`src/secu_pkg.sv`:
```
// package of constants and carrier types for the scan edge condition unit
package secu_pkg;
  localparam int unsigned SLOTS = 8;
  localparam logic PREV_RISE_INIT = 1'h1;
  localparam logic PREV_FALL_INIT = 1'h0;

  typedef enum logic [1:0] {
    SECU_PLAIN = 2'b00,
    SECU_RISE = 2'b01,
    SECU_FALL = 2'b10
  } secu_edge_t;

  typedef struct packed {
    secu_edge_t edge_kind;
    logic is_output;
    logic inverted;
    logic immediate;
  } secu_cfg_t;

  typedef struct packed {
    logic valid;
    logic [$clog2(SLOTS)-1:0] slot;
    secu_cfg_t cfg;
    logic cond;
    logic active;
  } secu_req_t;

  typedef struct packed {
    logic valid;
    logic [$clog2(SLOTS)-1:0] slot;
    logic execute;
    logic flow;
    logic refresh_in;
    logic refresh_out;
  } secu_rsp_t;
endpackage : secu_pkg

```
`src/secu_scan_unit.sv`:
```
// top: per-scan execution condition unit with edge and refresh handling
`timescale 1ns/1ps
`default_nettype none
module secu_scan_unit #(
  parameter int unsigned SLOTS = secu_pkg::SLOTS
) (
  input wire logic ref_clk,
  input wire logic reset_n,
  input wire secu_pkg::secu_req_t req,
  output secu_pkg::secu_rsp_t rsp,
  output logic [SLOTS-1:0] prev_flags
);
  localparam int unsigned SW = $clog2(SLOTS);
  logic [SLOTS-1:0] rise_map_ff;
  logic [SLOTS-1:0] nxt_rise_map;
  logic [SLOTS-1:0] wr_en;
  logic [SLOTS-1:0] wr_val;
  logic cur_prev;
  logic ev_exec;
  logic ev_flow;
  secu_pkg::secu_rsp_t rsp_ff;
  secu_pkg::secu_rsp_t nxt_rsp;
  logic is_edge;
  logic evaluated;

  assign is_edge = req.cfg.edge_kind != secu_pkg::SECU_PLAIN;
  // interlocked or jumped instructions are not evaluated at all
  assign evaluated = req.valid && req.active;

  // the slot kind is remembered so the preset follows the instruction's marker
  always_comb begin
    nxt_rise_map = rise_map_ff;
    if (req.valid && is_edge) begin
      nxt_rise_map[req.slot] = req.cfg.edge_kind == secu_pkg::SECU_RISE;
    end
  end

  secu_prev_store #(.SLOTS(SLOTS)) u_store (
    .ref_clk(ref_clk),
    .reset_n(reset_n),
    .rise_slot(nxt_rise_map),
    .wr_en(wr_en),
    .wr_val(wr_val),
    .prev(prev_flags)
  );

  assign cur_prev = prev_flags[req.slot];

  always_comb begin
    wr_en = '0;
    wr_val = '0;
    if (evaluated && is_edge) begin
      wr_en[req.slot] = 1'b1;
      wr_val[req.slot] = req.cond;
    end
  end

  secu_eval u_eval (
    .cfg(req.cfg),
    .cond(req.cond),
    .prev(cur_prev),
    .execute(ev_exec),
    .flow(ev_flow)
  );

  always_comb begin
    nxt_rsp = '0;
    nxt_rsp.valid = req.valid;
    nxt_rsp.slot = req.slot;
    if (evaluated) begin
      nxt_rsp.execute = ev_exec;
      nxt_rsp.flow = ev_flow;
      nxt_rsp.refresh_in = req.cfg.immediate && (ev_exec || !req.cfg.is_output);
      nxt_rsp.refresh_out = req.cfg.immediate && ev_exec;
    end
  end

  always_ff @(posedge ref_clk or negedge reset_n) begin
    if (!reset_n) begin
      rise_map_ff <= '0;
      rsp_ff <= '0;
    end else begin
      rise_map_ff <= nxt_rise_map;
      rsp_ff <= nxt_rsp;
    end
  end

  assign rsp = rsp_ff;

  logic [SW-1:0] slot_d;
  assign slot_d = req.slot;

  // helper views for the rising and falling output checks
  logic rise_out;
  logic fall_out;
  assign rise_out = evaluated && req.cfg.edge_kind == secu_pkg::SECU_RISE && req.cfg.is_output;
  assign fall_out = evaluated && req.cfg.edge_kind == secu_pkg::SECU_FALL && req.cfg.is_output;
endmodule : secu_scan_unit
`default_nettype wire

```
`src/secu_prev_store.sv`:
```
// previous-value flags, one per edge instruction slot
`timescale 1ns/1ps
`default_nettype none
module secu_prev_store #(
  parameter int unsigned SLOTS = secu_pkg::SLOTS
) (
  input wire logic ref_clk,
  input wire logic reset_n,
  input wire logic [SLOTS-1:0] rise_slot,
  input wire logic [SLOTS-1:0] wr_en,
  input wire logic [SLOTS-1:0] wr_val,
  output logic [SLOTS-1:0] prev
);
  logic [SLOTS-1:0] prev_ff;
  logic [SLOTS-1:0] nxt_prev;
  logic [SLOTS-1:0] start_ff;
  logic [SLOTS-1:0] nxt_start;

  // a slot keeps reading its preset until its first write, since its kind
  // only becomes known with its first request
  always_comb begin
    nxt_start = start_ff;
    nxt_prev = prev_ff;
    for (int i = 0; i < SLOTS; i++) begin
      if (wr_en[i]) begin
        nxt_prev[i] = wr_val[i];
        nxt_start[i] = 1'b1;
      end else if (!start_ff[i]) begin
        nxt_prev[i] = rise_slot[i] ? secu_pkg::PREV_RISE_INIT : secu_pkg::PREV_FALL_INIT;
      end else begin
        nxt_prev[i] = prev_ff[i];
      end
    end
  end

  always_ff @(posedge ref_clk or negedge reset_n) begin
    if (!reset_n) begin
      prev_ff <= '0;
      start_ff <= '0;
    end else begin
      prev_ff <= nxt_prev;
      start_ff <= nxt_start;
    end
  end

  // until the slot's first write, report the preset value so the first scan stays quiet
  always_comb begin
    for (int i = 0; i < SLOTS; i++) begin
      prev[i] = start_ff[i] ? prev_ff[i] :
                (rise_slot[i] ? secu_pkg::PREV_RISE_INIT : secu_pkg::PREV_FALL_INIT);
    end
  end
endmodule : secu_prev_store
`default_nettype wire

```
`src/secu_eval.sv`:
```
// combinational evaluation of one instruction's execution result
`timescale 1ns/1ps
`default_nettype none
module secu_eval (
  input wire secu_pkg::secu_cfg_t cfg,
  input wire logic cond,
  input wire logic prev,
  output logic execute,
  output logic flow
);
  logic pulse;
  always_comb begin
    unique case (cfg.edge_kind)
      secu_pkg::SECU_RISE: pulse = cond && !prev;
      secu_pkg::SECU_FALL: pulse = !cond && prev;
      default: pulse = cond;
    endcase
    execute = cfg.is_output & pulse;
    flow = cfg.is_output ? 1'b0 : (pulse ^ cfg.inverted);
  end
endmodule : secu_eval
`default_nettype wire

```
`config.mk`:
```
export PLATFORM = sky130hd
export DESIGN_NAME = secu_scan_unit
export DESIGN_NICKNAME = d
export VERILOG_FILES = /design/src/secu_pkg.sv /design/src/secu_scan_unit.sv /design/src/secu_prev_store.sv /design/src/secu_eval.sv
export SDC_FILE = /design/constraint.sdc
export NUM_CORES = 1
export LEC_CHECK = 0
export BUFFER_PORTS_ARGS = -buffer_cell sky130_fd_sc_hd__buf_2
export CAP_MARGIN = 20
export CORE_ASPECT_RATIO = 0.5
export CORE_UTILIZATION = 45
export DETAILED_ROUTE_END_ITERATION = 12
export GPL_TIMING_DRIVEN = 0
export PLACE_DENSITY = 0.68
export SYNTH_ARGS = -nofsm -noshare
export SYNTH_HDL_FRONTEND = slang
export SYNTH_HIERARCHICAL = 1
export SYNTH_SLANG_ARGS = --single-unit
export TNS_END_PERCENT = 1
```
`constraint.sdc`:
```
create_clock -name ref_clk -period 6.6 [get_ports ref_clk]
set_input_delay 1.32 -clock ref_clk [delete_from_list [all_inputs] [get_ports ref_clk]]
set_output_delay 1.32 -clock ref_clk [all_outputs]
set_load 0.01 [all_outputs]
```
==> impl_metrics.sql, run 1 <==
INSERT INTO impl_metrics (metric_group, metric, value, unit) VALUES
('logic_synthesis', 'ys_ff_latch', '32', ''),
('finish', 'finish.utilization', '58.4', '%'),
('power_and_ir_drop', 'total_power', '0.558', 'mW'),
('logic_synthesis', 'dominantRegCellSynth', 'sky130_fd_sc_hd__dfrtp_1', ''),
('route', 'detail_route.vias_per_cell', '5.16', ''),
('die', 'rows', '14', ''),
('placement', 'placement.cell_area', '1740', 'sq um'),
('cts', 'post_cts_setup_buffer_count', '0', ''),
('worst_setup_path', 'category_of_the_most_critical_setup_path', 'in2out', ''),
('route', 'first_pass_iters', '8', ''),
('cts', 'cts.repair.resized', '0', ''),
('placement', 'port_buffers', '28', ''),
('global_route', 'globalRouteOverflowTotal', '0', ''),
('timing', 'final-max-slew-violation-count', '0', ''),
('worst_setup_path', 'crit_required', '5.28', 'ns'),
('worst_setup_path', 'worst-path-max-fanout', '8', ''),
('route', 'route.vias.total', '1022', ''),
('finish', 'area_growth_syn_to_layout', '18.3', '%'),
('run', 'maxCapViolCount', '0', ''),
('die', 'die_width', '84.9', 'um'),
('logic_synthesis', 'netlist.area_leader.share', '51.7', '%'),
('timing', 'report.final.setup_viol', '0', ''),
('timing', 'fin_worst_hold_slack', '0.490', 'ns'),
('cts', 'worstSkewPairLatency', '0.29', 'ns'),
('logic_synthesis', 'synth.yosys.warnings', '6', ''),
('placement', 'placed_cells', '190', ''),
('die', 'floorplan.initialDensity', '49.4', '%'),
('power_and_ir_drop', 'p_leak', '0.906', 'nW'),
('die', 'die_area', '3690', 'sq um'),
('min_path', 'worst_hold_path_type', 'reg2reg', ''),
('timing', 'fin_tns_setup', '0', 'ns'),
('cts', 'cts-buffers-inserted', '5', ''),
('global_route', 'antenna_found_initial', '0', ''),
('finish', 'antenna_cells_inserted', '0', ''),
('cts', 'clock_sink_count', '32', ''),
('outcome', 'run_status', 'complete, but fails checks', ''),
('cts', 'root_buffer', 'sky130_fd_sc_hd__clkbuf_8', ''),
('route', 'postRouteAntennaNets', '0', ''),
('logic_synthesis', 'synth.top_cells.by_area', 'sky130_fd_sc_hd__dfrtp_1 (52%), sky130_fd_sc_hd__mux2_2 (12%), sky130_fd_sc_hd__mux2_4 (7.8%)', ''),
('finish', 'final-instance-count-excl-fill', '198', ''),
('placement', 'gp_routability_congestion', '0.736', ''),
('finish', 'design_area', '1830', 'sq um'),
('timing', 'tightestPinTransition', '0.701', 'ns'),
('timing', 'maxSlewHeadroom', '53.3', '%'),
('die', 'design.core.area', '3140', 'sq um'),
('timing', 'finClkSkew', '0.00768', 'ns'),
('logic_synthesis', 'synth_edf_count', '0', ''),
('die', 'floorplan.die.height', '43.5', 'um'),
('logic_synthesis', 'synth.cell_area', '1550', 'sq um'),
('route', 'routedWlPerCell', '14.7', 'um'),
('placement', 'dpl.hpwl', '2060', 'um'),
('power_and_ir_drop', 'power-per-cell-area', '305', 'nW/um^2'),
('worst_setup_path', 'start_kind', 'input port', ''),
('logic_synthesis', 'number_of_distinct_library_cells_after_synthesis', '28', ''),
('logic_synthesis', 'synth_top_cell_by_area', 'sky130_fd_sc_hd__dfrtp_1', ''),
('cts', 'cts_tree', 'built', ''),
('timing', 'timing.final.crit_period', '4.23', 'ns'),
('global_route', 'largest_net_degree_at_the_start_of_global_routing', '33', ''),
('placement', 'pre_cts_slack', '2.11', 'ns'),
('route', 'detail_route.drc_violations', '4', ''),
('cts', 'number_of_levels_in_the_clock_h_tree', '2', ''),
('logic_synthesis', 'synthesis.area_per_instance', '12.7', 'sq um'),
('global_route', 'grt_pass1_wl', '4780', 'um'),
('worst_setup_path', 'worst_ep_arrival_time', '2.91', 'ns'),
('route', 'detail_route.iter0.violations', '50', ''),
('logic_synthesis', 'post_synth_inst_count', '122', ''),
('finish', 'layout.nets', '172', ''),
('outcome', 'failed_checks', 'DRC', ''),
('die', 'pin_count', '29', ''),
('logic_synthesis', 'ys_async_sr_fraction', '100', '%'),
('global_route', 'first_global_vias', '1005', '');
-- worst max-delay path, stage by stage --
cell,delay [ns]
sky130_fd_sc_hd__buf_2,0.10
sky130_fd_sc_hd__buf_2,0.17
sky130_fd_sc_hd__or3b_4,0.44
sky130_fd_sc_hd__nor2_2,0.11
sky130_fd_sc_hd__mux2_2,0.35
sky130_fd_sc_hd__mux2_4,0.28
sky130_fd_sc_hd__buf_2,0.14
-- power breakdown --
part / leakage, nW / switching [mW] / total [mW] / internal [mW]
combinational: 0.460 / 0.0658 / 0.151 / 0.0853
sequential: 0.396 / 0.0152 / 0.251 / 0.236
clock: 0.0510 / 0.0732 / 0.156 / 0.0831
total: 0.906 / 0.154 / 0.558 / 0.404
-- sequential cells by signal, indices dropped and copies added, names as in the netlist --
name              count
rsp                   8
u_store/start_ff      8
u_store/prev_ff       8
rise_map_ff           8
-- cells by family (layout without fill, tap and decap cells) --
kind of cell,count (synthesis),count (layout),share of synthesized area [%]
flops,32,32,51.7
mux,28,28,24.3
simple gates,48,48,17.5
buf+inv,6,42,2.02
fa+ha+maj,2,2,1.62
compound gates,6,6,2.91
-- Yosys cell counts, types with 2 or more instances --
cell type and count:
sky130_fd_sc_hd__nand3_1 2, sky130_fd_sc_hd__and2_1 7, sky130_fd_sc_hd__ha_1 2, sky130_fd_sc_hd__mux2_4 8, sky130_fd_sc_hd__nor2_1 8, sky130_fd_sc_hd__and3_1 3
sky130_fd_sc_hd__nand2_1 3, sky130_fd_sc_hd__inv_1 3, sky130_fd_sc_hd__or2_1 8, sky130_fd_sc_hd__nand3b_1 2, sky130_fd_sc_hd__mux2_2 17, sky130_fd_sc_hd__o21ai_2 2
sky130_fd_sc_hd__nor2b_1 3, sky130_fd_sc_hd__mux4_1 2, sky130_fd_sc_hd__nor3_1 7, sky130_fd_sc_hd__nor2_2 2, sky130_fd_sc_hd__dfrtp_1 32
-- per-layer routing --
metal / track usage [%] / routed length [um]
met1: 23.0 / 1470
met2: 27.6 / 1210
met3: 6.86 / 207
met4: 8.81 / 42
met5: 0 / 0
-- layout by cell type (no fill, tap or decap), types with 2 or more instances in the layout --
cell type and count:
sky130_fd_sc_hd__and2_1 7, sky130_fd_sc_hd__and3_1 3, sky130_fd_sc_hd__buf_2 29, sky130_fd_sc_hd__clkbuf_8 6
sky130_fd_sc_hd__clkinv_2 2, sky130_fd_sc_hd__dfrtp_1 32, sky130_fd_sc_hd__ha_1 2, sky130_fd_sc_hd__inv_1 3
sky130_fd_sc_hd__mux2_2 17, sky130_fd_sc_hd__mux2_4 8, sky130_fd_sc_hd__mux4_1 2, sky130_fd_sc_hd__nand2_1 3
sky130_fd_sc_hd__nand3_1 2, sky130_fd_sc_hd__nand3b_1 2, sky130_fd_sc_hd__nor2_1 8, sky130_fd_sc_hd__nor2_2 2
sky130_fd_sc_hd__nor2b_1 3, sky130_fd_sc_hd__nor3_1 7, sky130_fd_sc_hd__o21ai_2 2, sky130_fd_sc_hd__or2_1 8
-- layout make-up --
class / count / area, sq um
Sequential cell: 32 / 801
Timing Repair Buffer: 28 / 140
Inverter: 3 / 11.3
Fill cell: 259 / 1310
Buffer: 3 / 20.0
Clock buffer: 6 / 82.6
Tap cell: 40 / 50.0
Multi-Input combinational cell: 84 / 716
Clock inverter: 2 / 10.0
-- final timing paths --
kind                                          start                  end  slack [ns]  cells past startpoint
worst min register to register  u_store/start_ff[5]  u_store/start_ff[5]        0.49                      1
min in group asynchronous                   reset_n               rsp[5]        1.07                      1
worst max-delay path                         req[8]        prev_flags[0]        2.37                      7
worst min-delay path            u_store/start_ff[5]  u_store/start_ff[5]        0.49                      1
worst max register to register       rise_map_ff[5]               rsp[2]        3.90                      9
max in group asynchronous                   reset_n   u_store/prev_ff[5]        5.07                      1
Note: power is estimated with default switching activity, not from simulation.
==> inputs of run 2 (changes only) <==
Settings changed: PLACE_DENSITY 0.68 to 0.7.
Clock period 6.6 ns to 3.65 ns, I/O delays scaled along.
==> run 2 against run 1 <==
  * The flow still finishes with violations (DRC)
  * First-iteration DRC count decreased by 28%
  * Critical path depth increased by 6
  * Non-clock buffer count unchanged
  * Register-to-register slack got worse by 2.8 ns
  * Via count decreased by 2.6%
  * Design area decreased by 0.62%
  * Cell count decreased by 1.5%
  * Count of clock-buffer cells in the layout decreased by 1
  * Combinational power increased by 84%
  * Flip-flop and latch count unchanged
  * Largest power group unchanged
==> impl_metrics.sql, run 2 (synthesis results as in run 1) <==
INSERT INTO impl_metrics (metric_group, metric, value, unit) VALUES
('worst_setup_path', 'worstPathCellList', 'buf_2, buf_2, or3b_4, nor2_4, mux2_2, mux2_4, mux4_1, mux2_4, nor2b_2, o21ai_2, o21ai_1, mux2_1, and3_1', ''),
('timing', 'report.final.setup_viol', '0', ''),
('route', 'routedWlPerCell', '14.3', 'um'),
('worst_setup_path', 'worst-path-max-fanout', '8', ''),
('die', 'rows', '14', ''),
('worst_setup_path', 'endpoint_kind', 'flip-flop', ''),
('route', 'route.vias.total', '995', ''),
('timing', 'clock.fmax', '284', 'MHz'),
('cts', 'cts-buffers-inserted', '5', ''),
('die', 'design.core.area', '3140', 'sq um'),
('power_and_ir_drop', 'power.net_switching', '0.258', 'mW'),
('die', 'floorplan.initialDensity', '49.4', '%'),
('finish', 'layout.nets', '172', ''),
('outcome', 'failed_checks', 'DRC', ''),
('global_route', 'grt_pass1_wl', '4680', 'um'),
('power_and_ir_drop', 'sw_frac_of_total', '26.8', '%'),
('worst_setup_path', 'r2r_end', 'rsp[2]', ''),
('worst_setup_path', 'regToRegSetupSlack', '1.06', 'ns'),
('global_route', 'grt_util_all_layers', '17.7', '%'),
('worst_setup_path', 'cp.depth', '13', ''),
('cts', 'cts_buffer_depth', '2', ''),
('timing', 'final-max-slew-violation-count', '0', ''),
('cts', 'number_of_levels_in_the_clock_h_tree', '2', ''),
('die', 'die_width', '84.9', 'um'),
('cts', 'hold_buffers', '0', ''),
('cts', 'cts_tree', 'built', ''),
('timing', 'finClkSkew', '0.00579', 'ns'),
('finish', 'final_layout_size_suffix_gt1_share', '43.9', '%'),
('cts', 'post_cts_setup_buffer_count', '0', ''),
('power_and_ir_drop', 'p_int', '0.707', 'mW'),
('power_and_ir_drop', 'p_leak', '0.889', 'nW'),
('global_route', 'met3_track_utilization_from_global_routing', '6.10', '%'),
('timing', 'maxSlewHeadroom', '54.2', '%'),
('timing', 'final_min_period_over_clock_period', '96.4', '%'),
('route', 'postRouteAntennaNets', '0', ''),
('global_route', 'antenna_found_initial', '0', ''),
('worst_setup_path', 'worst_setup_endpoint', 'rsp[2]', ''),
('cts', 'root_buffer', 'sky130_fd_sc_hd__clkbuf_8', ''),
('global_route', 'globalRouteOverflowTotal', '0', ''),
('worst_setup_path', 'start_kind', 'input port', ''),
('route', 'detail_route.vias_per_cell', '5.10', ''),
('worst_setup_path', 'critical_path.reg2reg.startpoint', 'rise_map_ff[1]', ''),
('worst_setup_path', 'crit_family', 'multiplexers', ''),
('finish', 'area_growth_syn_to_layout', '17.5', '%'),
('outcome', 'run_status', 'complete, but fails checks', ''),
('timing', 'grt_setup_unrepaired', 'false', ''),
('worst_setup_path', 'reg2reg_depth', '9', ''),
('global_route', 'gr-max-usage-layer', 'met2', ''),
('global_route', 'grt.met1_usage', '22.9', '%'),
('power_and_ir_drop', 'total_power', '0.965', 'mW'),
('power_and_ir_drop', 'power.sequential.fraction', '46.9', '%'),
('placement', 'dpl.hpwl', '2010', 'um'),
('cts', 'clk_pin_slew_worst_paths', '0.06', 'ns'),
('die', 'die_area', '3690', 'sq um'),
('die', 'floorplan.die.height', '43.5', 'um'),
('power_and_ir_drop', 'combPwrFrac', '28.8', '%'),
('worst_setup_path', 'crit_required', '3.83', 'ns'),
('worst_setup_path', 'worst_path_largest_cell_delay', '0.48', 'ns'),
('finish', 'mostFrequentLayoutCell', 'sky130_fd_sc_hd__dfrtp_1', ''),
('finish', 'layout.filler_cells', '273', ''),
('timing', 'tightestPinTransition', '0.688', 'ns'),
('worst_setup_path', 'category_of_the_most_critical_setup_path', 'in2reg', ''),
('global_route', 'first_global_vias', '1008', ''),
('min_path', 'worst_hold_path_type', 'in2async', ''),
('route', 'detail_route.iter0.violations', '36', ''),
('global_route', 'largest_net_degree_at_the_start_of_global_routing', '33', ''),
('route', 'detail_route.drc_violations', '4', ''),
('worst_setup_path', 'worst-path-buf-inv', '2', ''),
('timing', 'timing.final.crit_period', '3.52', 'ns'),
('power_and_ir_drop', 'clockPowerShare', '24.3', '%'),
('timing', 'final-hold-violation-count', '0', ''),
('finish', 'design_area', '1820', 'sq um'),
('die', 'pin_count', '29', ''),
('placement', 'placement.cell_area', '1740', 'sq um'),
('finish', 'most_frequent_cells_in_the_layout', 'sky130_fd_sc_hd__dfrtp_1 (32), sky130_fd_sc_hd__buf_2 (29), sky130_fd_sc_hd__mux2_2 (16), sky130_fd_sc_hd__mux2_4 (9)', ''),
('cts', 'clock_sink_count', '32', ''),
('finish', 'antenna_cells_inserted', '0', ''),
('worst_setup_path', 'worst_ep_arrival_time', '3.70', 'ns'),
('cts', 'worstSkewPairLatency', '0.28', 'ns'),
('power_and_ir_drop', 'power-per-cell-area', '530', 'nW/um^2'),
('worst_setup_path', 'critical_path.startpoint', 'req[8]', ''),
('route', 'finalWirelength', '2780', 'um'),
('power_and_ir_drop', 'vdd.ir_drop.worst', '0.000221', 'V'),
('placement', 'port_buffers', '28', ''),
('run', 'maxCapViolCount', '0', ''),
('placement', 'gp_routability_congestion', '0.752', ''),
('route', 'first_pass_iters', '8', ''),
('global_route', 'global_route.usage.met2', '26.3', '%'),
('worst_setup_path', 'slowest_stage', 'sky130_fd_sc_hd__mux4_1', '');
## run 2: how the worst min path moves through the flow
stage,to,depth (start not counted)
2_1_floorplan,rise_map_ff[0],0
3_3_place_gp,u_store/start_ff[5],1
3_5_place_dp,u_store/start_ff[6],1
4_1_cts,u_store/start_ff[6],1
5_1_grt,rise_map_ff[6],1
6_report,u_store/start_ff[5],1
## run 2: power by group through the flow
stage / registers (mW) / logic (mW) / clock network, mW
floorplan: 0.454 / 0.191 / 0
global placement: 0.455 / 0.270 / 0
detailed placement: 0.459 / 0.275 / 0
CTS: 0.453 / 0.276 / 0.245
global route: 0.460 / 0.304 / 0.258
finish: 0.453 / 0.278 / 0.234
## run 2: worst register-to-register path: cells and delay by family, from the launching register on
family / cells / cell delay (ns)
DFF: 1 / 0.36
muxes: 5 / 1.68
and+or+nand+nor: 2 / 0.29
AOI/OAI and AO/OA: 2 / 0.15
## run 2: timing repair
action                                  CTS  global route
endpoints found under the hold margin     0             0
resized for setup                         0             5
endpoints found under the setup margin    0             1
## run 2: cell type report
type / count / area [sq um] / area share [%]
sequential: 32 / 801 / 44.0
multi-input combinational: 84 / 728 / 40.0
timing repair buffer: 28 / 140 / 7.70
clock buffer: 5 / 68.8 / 3.78
tap: 40 / 50.0 / 2.75
buffer: 3 / 20.0 / 1.10
inverter: 3 / 11.3 / 0.619
## run 2: metrics by stage
stage	cells	TNS, ns	setup WS, ns	util [%]	hold WS (ns)
after detailed placement	190	-0.346	-0.254	55.4	0.480
final	195	0	0.130	58.0	0.489
after CTS	195	0	0.0405	57.6	0.496
after global routing	195	0	0.000308	58.0	0.505
after floorplan	122	0	0.00849	-	0.434
after global placement	190	-0.241	-0.234	55.4	0.474
## run 2: routing by layer
metal	up-vias	part of all wire [%]	wire [um]
met5	-	0	0
met4	0	2.4	66
met3	7	5.2	144
met2	25	40	1110
met1	476	52	1460
li1	487	-	-
